**src/hw/sdrc_pkg.sv**
```systemverilog
// Constants, field layout and carrier types for the serial converter control block.
// Assumes a single 50 MHz system clock; every pin is sampled on that clock.
package sdrc_pkg;
	localparam int WORD_W = 16;
	localparam int CNT_W = 5;
	localparam int MAIN_W = 10;
	localparam int SUB_W = 8;
	localparam logic [CNT_W-1:0] LAST_BIT = 5'h0F;
	localparam logic [CNT_W-1:0] DONE_CNT = 5'h10;
	// Positions within the received 16-bit word.
	localparam int B_MAIN_SUB = 15;
	localparam int B_MD0 = 14;
	localparam int B_MD1 = 13;
	localparam int B_ADDR_LO = 10;
	localparam int B_MX_LO = 8;
	localparam int B_CODING = 6;
	localparam int B_PD = 5;
	localparam int B_GLOBAL_STANDBY = 4;
	localparam int B_GLOBAL_CLEAR = 3;
	localparam int B_CHANNEL_STANDBY_N = 4;
	localparam int B_CLR = 3;
	localparam int B_SUB_LO = 2;
	// Reset values.
	localparam logic PD_RST = 1'h1;
	localparam logic GLOBAL_STANDBY_RST = 1'h1;
	localparam logic CODING_RST = 1'h1;
	localparam logic GLOBAL_CLEAR_RST = 1'h0;
	localparam logic [1:0] REF_RST = 2'h0;
	localparam logic CHANNEL_STANDBY_N_RST = 1'h1;
	localparam logic CLR_RST = 1'h1;
	// Clear codes: main bottom (offset binary) or midscale (two's complement), sub zero offset.
	localparam logic [MAIN_W-1:0] MAIN_CLR_OB = 10'h000;
	localparam logic [MAIN_W-1:0] MAIN_CLR_TC = 10'h000;
	localparam logic [SUB_W-1:0] SUB_MID_OB = 8'h80;
	localparam logic [SUB_W-1:0] SUB_MID_TC = 8'h00;
	// Synchroniser lanes.
	localparam int SY_SCLK = 0;
	localparam int SY_FS = 1;
	localparam int SY_SIN = 2;
	localparam int SY_LOAD_OUTPUTS_N = 3;
	localparam int SY_CLR = 4;
	localparam int SY_W = 5;

	typedef struct packed {
		logic [1:0] ref_sel;
		logic standby_n;
		logic clear;
	} sdrc_chan_cfg_s;

	typedef struct packed {
		logic [MAIN_W-1:0] main;
		logic [SUB_W-1:0] sub;
		logic [1:0] ref_sel;
		logic active;
	} sdrc_chan_out_s;

	function automatic logic [MAIN_W-1:0] main_clear(input logic offset_bin);
		return offset_bin ? MAIN_CLR_OB : MAIN_CLR_TC;
	endfunction

	function automatic logic [SUB_W-1:0] sub_zero(input logic offset_bin);
		return offset_bin ? SUB_MID_OB : SUB_MID_TC;
	endfunction
endpackage

```
**src/hw/sdrc_serial_dac_ctrl.sv**
```systemverilog
// Control logic of a serially loaded multi-channel converter with offset sub-converters.
// Assumes all pins are asynchronous to clk_i and the link clock is far slower than clk_i.
// Contract
// - Frame low: shift serial_in on each serial_clock fall, MSB first.
// - Mode 00 writes the global control register, address ignored.
// - Mode 01 writes the addressed channel's control register only.
// - mode_sel_hi set routes the word to channel data, mode_sel_lo ignored.
// - Top bit picks main (0) or sub (1) data register.
// - Main data holds 10 bits, sub 8 bits; two low bits dropped.
// - Three address bits follow the mode bits; low 10 bits are data.
// - Octal uses three address bits, quad ignores the top one.
// - load_outputs_n falling loads every output register from its data register.
// - hw_clear_n low clears main and sub data and output registers.
// - Software clears touch main converter registers only.
// - power_down_n low powers everything down, register contents kept.
// - Coding select: 0 two's complement, 1 offset binary, for all channels.
// - Global standby one puts every channel in standby.
// - Global clear one clears all main data and output registers.
// - Channel standby low puts only that channel in standby.
// - Channel clear clears only that channel's main converter.
// - Channel clear changes take effect only on a load_outputs_n pulse.
// - Two-bit reference select drives the channel reference multiplexer.
// - Sub data uses the same coding as the main converters.
// - Reset: power up bits, standby set, channel clear set, reference 00.
`timescale 1ns/1ps
module sdrc_serial_dac_ctrl #(
	parameter int ADDR_W = 3,
	parameter int NCH = 1 << ADDR_W
) (
	// Clock and reset
	input wire logic clk_i,
	input wire logic arst_n_i,
	// Serial link pins
	input wire logic frame_sync_n_i,
	input wire logic serial_clock_i,
	input wire logic serial_in_i,
	// Strobe pins
	input wire logic load_outputs_n_i,
	input wire logic hw_clear_n_i,
	// Converter controls
	output sdrc_pkg::sdrc_chan_out_s [NCH-1:0] chan_o,
	output logic power_down_n_o,
	output logic global_standby_o,
	output logic coding_select_o
);
	logic [sdrc_pkg::SY_W-1:0] sync1_reg;
	logic [sdrc_pkg::SY_W-1:0] sync2_reg;
	logic [sdrc_pkg::SY_W-1:0] sync3_reg;
	logic [sdrc_pkg::WORD_W-1:0] shift_reg;
	logic [sdrc_pkg::WORD_W-1:0] shift_next;
	logic [sdrc_pkg::CNT_W-1:0] bit_cnt_reg;
	logic [sdrc_pkg::CNT_W-1:0] bit_cnt_next;
	logic pd_n_reg, pd_n_next;
	logic global_standby_reg, global_standby_next;
	logic coding_reg, coding_next;
	logic global_clear_reg, global_clear_next;
	sdrc_pkg::sdrc_chan_cfg_s cfg_reg [NCH];
	sdrc_pkg::sdrc_chan_cfg_s cfg_next [NCH];
	logic [sdrc_pkg::MAIN_W-1:0] dmain_reg [NCH];
	logic [sdrc_pkg::MAIN_W-1:0] dmain_next [NCH];
	logic [sdrc_pkg::SUB_W-1:0] dsub_reg [NCH];
	logic [sdrc_pkg::SUB_W-1:0] dsub_next [NCH];
	logic [NCH-1:0] clr_act_reg, clr_act_next;
	sdrc_pkg::sdrc_chan_out_s [NCH-1:0] out_reg, out_next;

	// Edges are found on the second and third stages, never on the first.
	wire sclk_fall = sync3_reg[sdrc_pkg::SY_SCLK] && !sync2_reg[sdrc_pkg::SY_SCLK];
	wire load_outputs_n_fall = sync3_reg[sdrc_pkg::SY_LOAD_OUTPUTS_N] && !sync2_reg[sdrc_pkg::SY_LOAD_OUTPUTS_N];
	wire frame_act = !sync2_reg[sdrc_pkg::SY_FS];
	wire sin_s = sync2_reg[sdrc_pkg::SY_SIN];
	wire hw_clr = !sync2_reg[sdrc_pkg::SY_CLR];
	// Bits past the sixteenth in one frame are dropped, not shifted.
	wire shift_en = sclk_fall && frame_act && (bit_cnt_reg != sdrc_pkg::DONE_CNT);
	wire commit = shift_en && (bit_cnt_reg == sdrc_pkg::LAST_BIT);
	wire [sdrc_pkg::WORD_W-1:0] word = {shift_reg[sdrc_pkg::WORD_W-2:0], sin_s};
	wire md1 = word[sdrc_pkg::B_MD1];
	wire md0 = word[sdrc_pkg::B_MD0];
	wire wr_sys = commit && !md1 && !md0;
	wire wr_chan = commit && !md1 && md0;
	wire wr_data = commit && md1;
	wire wr_main = wr_data && !word[sdrc_pkg::B_MAIN_SUB];
	wire wr_sub = wr_data && word[sdrc_pkg::B_MAIN_SUB];
	// The quad build simply takes fewer address bits, so the top one is ignored.
	wire [ADDR_W-1:0] idx = word[sdrc_pkg::B_ADDR_LO +: ADDR_W];
	wire [sdrc_pkg::MAIN_W-1:0] main_val = word[sdrc_pkg::MAIN_W-1:0];
	wire [sdrc_pkg::SUB_W-1:0] sub_val = word[sdrc_pkg::B_SUB_LO +: sdrc_pkg::SUB_W];
	wire [sdrc_pkg::MAIN_W-1:0] main_clr = sdrc_pkg::main_clear(coding_reg);
	wire [sdrc_pkg::SUB_W-1:0] sub_clr = sdrc_pkg::sub_zero(coding_reg);

	assign shift_next = shift_en ? word : shift_reg;
	assign bit_cnt_next = !frame_act ? '0 : (shift_en ? bit_cnt_reg + 5'h01 : bit_cnt_reg);

	always_comb begin
		pd_n_next = pd_n_reg;
		global_standby_next = global_standby_reg;
		coding_next = coding_reg;
		global_clear_next = global_clear_reg;
		if (wr_sys) begin
			pd_n_next = word[sdrc_pkg::B_PD];
			coding_next = word[sdrc_pkg::B_CODING];
			global_standby_next = word[sdrc_pkg::B_GLOBAL_STANDBY];
			global_clear_next = word[sdrc_pkg::B_GLOBAL_CLEAR];
		end
	end

	always_comb begin
		for (int ch = 0; ch < NCH; ch++) begin
			cfg_next[ch] = cfg_reg[ch];
			dmain_next[ch] = dmain_reg[ch];
			dsub_next[ch] = dsub_reg[ch];
			clr_act_next[ch] = clr_act_reg[ch];
			out_next[ch] = out_reg[ch];
			if (wr_chan && idx == ADDR_W'(ch)) begin
				cfg_next[ch].ref_sel = word[sdrc_pkg::B_MX_LO +: 2];
				cfg_next[ch].standby_n = word[sdrc_pkg::B_CHANNEL_STANDBY_N];
				cfg_next[ch].clear = word[sdrc_pkg::B_CLR];
			end
			if (wr_main && idx == ADDR_W'(ch)) begin
				dmain_next[ch] = main_val;
			end
			if (wr_sub && idx == ADDR_W'(ch)) begin
				dsub_next[ch] = sub_val;
			end
			if (load_outputs_n_fall) begin
				out_next[ch].main = dmain_reg[ch];
				out_next[ch].sub = dsub_reg[ch];
				clr_act_next[ch] = cfg_reg[ch].clear;
			end
			// Software clears hold while set and leave the sub converter alone.
			if (global_clear_reg || clr_act_next[ch]) begin
				dmain_next[ch] = main_clr;
				out_next[ch].main = main_clr;
			end
			if (hw_clr) begin
				dmain_next[ch] = main_clr;
				out_next[ch].main = main_clr;
				dsub_next[ch] = sub_clr;
				out_next[ch].sub = sub_clr;
			end
			out_next[ch].ref_sel = cfg_next[ch].ref_sel;
			out_next[ch].active = pd_n_next && !global_standby_next && cfg_next[ch].standby_n;
		end
	end

	always_ff @(posedge clk_i or negedge arst_n_i) begin
		if (!arst_n_i) begin
			sync1_reg <= '1;
			sync2_reg <= '1;
			sync3_reg <= '1;
			shift_reg <= '0;
			bit_cnt_reg <= '0;
		end else begin
			sync1_reg <= {hw_clear_n_i, load_outputs_n_i, serial_in_i, frame_sync_n_i,
				serial_clock_i};
			sync2_reg <= sync1_reg;
			sync3_reg <= sync2_reg;
			shift_reg <= shift_next;
			bit_cnt_reg <= bit_cnt_next;
		end
	end

	always_ff @(posedge clk_i or negedge arst_n_i) begin
		if (!arst_n_i) begin
			pd_n_reg <= sdrc_pkg::PD_RST;
			global_standby_reg <= sdrc_pkg::GLOBAL_STANDBY_RST;
			coding_reg <= sdrc_pkg::CODING_RST;
			global_clear_reg <= sdrc_pkg::GLOBAL_CLEAR_RST;
		end else begin
			pd_n_reg <= pd_n_next;
			global_standby_reg <= global_standby_next;
			coding_reg <= coding_next;
			global_clear_reg <= global_clear_next;
		end
	end

	always_ff @(posedge clk_i or negedge arst_n_i) begin
		if (!arst_n_i) begin
			for (int ch = 0; ch < NCH; ch++) begin
				cfg_reg[ch] <= '{sdrc_pkg::REF_RST, sdrc_pkg::CHANNEL_STANDBY_N_RST, sdrc_pkg::CLR_RST};
				dmain_reg[ch] <= sdrc_pkg::MAIN_CLR_OB;
				dsub_reg[ch] <= sdrc_pkg::SUB_MID_OB;
			end
			clr_act_reg <= '1;
			out_reg <= '0;
		end else begin
			cfg_reg <= cfg_next;
			dmain_reg <= dmain_next;
			dsub_reg <= dsub_next;
			clr_act_reg <= clr_act_next;
			out_reg <= out_next;
		end
	end

	assign chan_o = out_reg;
	assign power_down_n_o = pd_n_reg;
	assign global_standby_o = global_standby_reg;
	assign coding_select_o = coding_reg;

	// Checks. Channel 0 and 1 stand in for all channels.
	chk_shift_msb_first: assert property (@(posedge clk_i) disable iff (!arst_n_i)
		shift_en |=> shift_reg[0] == $past(sin_s) && shift_reg[15:1] == $past(shift_reg[14:0]))
		else $error("Serial bit not shifted in at the link clock fall.");
	chk_commit_count: assert property (@(posedge clk_i) disable iff (!arst_n_i)
		commit |-> frame_act && sclk_fall && bit_cnt_reg == sdrc_pkg::LAST_BIT ##1
		bit_cnt_reg == sdrc_pkg::DONE_CNT)
		else $error("Word committed at the wrong bit count.");
	chk_sys_write: assert property (@(posedge clk_i) disable iff (!arst_n_i)
		wr_sys |=> global_standby_reg == $past(word[sdrc_pkg::B_GLOBAL_STANDBY])
		&& coding_reg == $past(word[sdrc_pkg::B_CODING]))
		else $error("Global control word not stored.");
	chk_chan_ctrl: assert property (@(posedge clk_i) disable iff (!arst_n_i)
		commit && !md1 && md0 && idx != '0 |=> $stable(cfg_reg[0]))
		else $error("Channel control written for an unaddressed channel.");
	chk_main_route: assert property (@(posedge clk_i) disable iff (!arst_n_i)
		wr_main && idx == '0 && !hw_clr && !global_clear_reg && !clr_act_next[0]
		|=> dmain_reg[0] == $past(main_val))
		else $error("Main data word not routed to its register.");
	chk_sub_route: assert property (@(posedge clk_i) disable iff (!arst_n_i)
		wr_sub && idx == '0 && !hw_clr |=> dsub_reg[0] == $past(word[9:2]) ##1 $stable(dsub_reg[0])
		|| $past(hw_clr) || $past(wr_sub))
		else $error("Sub data word not stored from bits nine to two.");
	chk_load_outputs: assert property (@(posedge clk_i) disable iff (!arst_n_i)
		load_outputs_n_fall && !hw_clr && !global_clear_reg && !cfg_reg[1].clear
		|=> out_reg[1].main == $past(dmain_reg[1]) && out_reg[1].sub == $past(dsub_reg[1]))
		else $error("Output registers not loaded on the load strobe.");
	chk_hw_clear: assert property (@(posedge clk_i) disable iff (!arst_n_i)
		hw_clr |=> out_reg[0].sub == sdrc_pkg::sub_zero($past(coding_reg))
		&& dmain_reg[0] == sdrc_pkg::main_clear($past(coding_reg)))
		else $error("Hardware clear did not clear main and sub.");
	chk_sys_clear_sub: assert property (@(posedge clk_i) disable iff (!arst_n_i)
		global_clear_reg && !hw_clr && !wr_sub && !load_outputs_n_fall |=> $stable(out_reg[1].sub)
		&& $stable(dsub_reg[1]))
		else $error("Software clear disturbed a sub converter.");
	chk_chan_standby: assert property (@(posedge clk_i) disable iff (!arst_n_i)
		!cfg_next[0].standby_n |=> !out_reg[0].active)
		else $error("Channel standby did not stop the channel.");
	chk_clr_on_load: assert property (@(posedge clk_i) disable iff (!arst_n_i)
		!load_outputs_n_fall |=> clr_act_reg[0] == $past(clr_act_reg[0]))
		else $error("Channel clear changed without a load strobe.");
endmodule // sdrc_serial_dac_ctrl

```
**config.mk**
```make
export PLATFORM = sky130hd
export DESIGN_NAME = sdrc_serial_dac_ctrl
export DESIGN_NICKNAME = d
export VERILOG_FILES = /design/src/hw/sdrc_pkg.sv /design/src/hw/sdrc_serial_dac_ctrl.sv
export SDC_FILE = /design/constraint.sdc
export NUM_CORES = 1
export LEC_CHECK = 0
export BUFFER_PORTS_ARGS = -buffer_cell sky130_fd_sc_hd__buf_4
export CAP_MARGIN = 40
export CORE_ASPECT_RATIO = 0.75
export CORE_UTILIZATION = 30
export CTS_CLUSTER_SIZE = 25
export DETAILED_ROUTE_END_ITERATION = 8
export SYNTH_ARGS = -nofsm -noshare
export SYNTH_HDL_FRONTEND = slang
export SYNTH_SLANG_ARGS = --single-unit
export TNS_END_PERCENT = 1
```
**constraint.sdc**
```tcl
create_clock -name clk_i -period 3.1 [get_ports clk_i]
set_clock_uncertainty 0.2 [all_clocks]
set_input_delay 0.465 -clock clk_i [delete_from_list [all_inputs] [get_ports clk_i]]
set_output_delay 0.465 -clock clk_i [all_outputs]
set_load 0.02 [all_outputs]
```
==> metrics.txt <==
fin crit period 2.744 ns; EDFF count, synth 0; Top FF cell, synth dfrtp_1; Worst EP required 3.39 ns; most frequent cell after synthesis nand2_1; Rows 72; DRT iter0 DRCs 639; first-pass GRT wire length 64.94 mm; Top Ports 178; routed len/inst 18.03 µm; Setup CP Type flip-flop to flip-flop; warnings from Yosys 0; Slew headroom 0.4255; syn nets 1455; Max Fclk 364.4 MHz; GP Congestion 0.7806; max reg flops 168; Post-CTS Setup Repair Bufs 0; die width 265.6 µm; Hold Path Class flip-flop to flip-flop; Final Slew Violations 0; unrepaired setup endpoints after global routing no; vias in the first global route 11030; CTS root buffer clkbuf_16; clock sink count 372; Starting Density 0.3035; dpl cells 2248; part of the cycle the worst path needs 0.8852; Resized Gates After CTS 0; final hold viol count 0; drt total wl 41.98 mm; fraction of registers with async set/reset 1.000; Port-buffer cells 177; Worst Max-Slew Pin Slew 0.8617 ns; vias 10730; GRT overflow 0; synthesized cell area 0.01564 mm²; cts hold-fix bufs 6; Avg Cell Area, Syn 10.82 µm²; area leader, netlist dfrtp_1; CTS tree done; Inserted Clock Buffers 41; top post-synthesis cells by area dfrtp_1, nand2_1, dfstp_2; DPL Wire Length 26.52 mm; CP Data Arrival Time 3.03 ns; largest net degree at the start of global routing 111; Vias/cell 4.608; sequential fraction of the synthesis area 0.5991; setup violation total in the final timing report 0; startpoint class of the critical path flip-flop; nets@finish 1604; initial antenna violation count 1; synthesized instance count 1445; Core ar. 0.05153 mm²; die area 0.05305 mm²; Seq cells post-synth 372; CTS max path bufs 3; commonest cells in the netlist nand2_1, dfrtp_1, a21oi_1; post-route ant nets 0; CTS H-tree depth 2; share of post-route cells with drive strength above 1 0.2675; status complete, no violations; library cells used by synthesis 46; Leakage 8.355 nW; Final Non-Filler Cells 2329; DIE HEIGHT 199.7 µm; PD cells 580.4 mW/mm²; Max IR drop VDD 0.3136 mV; TNS Setup 0 ns; DRC viols 0; CP Max Fanout 9; Total Routing Usage GR 0.1594; diode count 0; clock slew seen by the registers of the worst setup and hold paths 0.06 ns; Layout area overhead 22.83%; Worst setup EP type flip-flop; clk_lat worst skew 0.56 ns; DRT Pass-1 Iters 4; Yosys top cell area share 0.5201; Max-Cap Viols 0
==> per-layer routing <==
metal / part of all wire / GRT usage / up-vias / wire [µm]
li1: - / - / 5051 / -
met1: 0.48 / 0.2274 / 5421 / 20220
met2: 0.45 / 0.2469 / 206 / 18990
met3: 0.047 / 0.02908 / 55 / 1972
met4: 0.019 / 0.04619 / 0 / 792
met5: 0 / 0 / - / 0
==> through the flow <==
step	utilization	total power [mW]	hold slack [ns]	instance area [µm²]	setup WS, ns
floorplan	-	5.535	-0.03059	15640	0.4438
global placement	0.3432	6.180	0.1473	17690	0.3670
detailed placement	0.3446	6.227	0.1495	17760	0.3365
CTS	0.3727	11.36	0.1559	19210	0.3256
global route	0.3727	11.59	0.1588	19210	0.1844
finish	0.3727	11.15	0.1566	19210	0.3558
==> critical path, stage by stage, from the launching register on <==
cell and delay [ns]:
dfrtp_1 0.41, ha_1 0.19, and3_1 0.16, ha_1 0.20, nand3_1 0.39, buf_4 0.32
nor4_4 0.13, buf_4 0.23, nand2b_1 0.13, mux2_2 0.33
==> where the power goes <==
group | switching (mW) | internal (mW)
Clock | 2.06 | 2.98
Sequential | 0.185 | 4.94
Combinational | 0.736 | 0.254
Total | 2.98 | 8.17
==> worst paths after layout <==
| check | from | end | slack (ns) | depth (start not counted) |
|---|---|---|---|---|
| setup reg to reg | bit_cnt_reg[0] | dsub_reg[47] | 0.36 | 9 |
| min in group asynchronous | arst_n_i | chan_o[137] | 0.23 | 2 |
| setup / recovery | bit_cnt_reg[0] | dsub_reg[47] | 0.36 | 9 |
| hold / removal | sync1_reg[2] | sync2_reg[2] | 0.16 | 0 |
| max in group asynchronous | arst_n_i | chan_o[124] | 1.58 | 4 |
| hold reg to reg | sync1_reg[2] | sync2_reg[2] | 0.16 | 0 |
==> cells by family (layout without fill, tap and decap cells) <==
kind of cell | Yosys count | count (layout) | share of synthesized area
buffers and inverters | 130 | 311 | 0.04113
DFF | 372 | 372 | 0.5991
AOI/OAI and AO/OA | 220 | 220 | 0.08265
muxes | 131 | 131 | 0.08945
and+or+nand+nor | 586 | 586 | 0.1836
adders and majority gates | 3 | 3 | 0.002401
xor gates and xnor gates | 3 | 3 | 0.001681
==> area by class of cell <==
class                   instances  area, µm²
inverters                       4      15.01
multi-input cells             943       5659
clock inverters                16      183.9
flip-flops and latches        372       9371
fillers                      5171      32320
repair buffers                232       1892
well taps                     703      879.6
clock buffers                  59       1206
==> cells in the final DEF (no fill, tap or decap), types with 4 or more instances in the layout <==
master,Yosys,routed
nand2_1,439,439
dfrtp_1,325,325
buf_4,19,214
a21oi_1,140,140
a21boi_0,65,65
mux2i_1,64,64
mux2_2,61,61
nor2b_1,53,52
dfstp_2,47,46
clkbuf_16,0,43
nor2_1,25,25
nor4_4,20,20
nand2b_1,12,11
clkbuf_1,79,9
buf_12,1,9
or4_1,8,8
a31oi_1,8,8
clkbuf_8,0,7
dlygate4sd3_1,0,6
nand3b_1,5,5
mux2_1,5,5
a21boi_1,5,5
clkinv_2,0,5
inv_1,4,4
(Power assumes the default switching activity.)
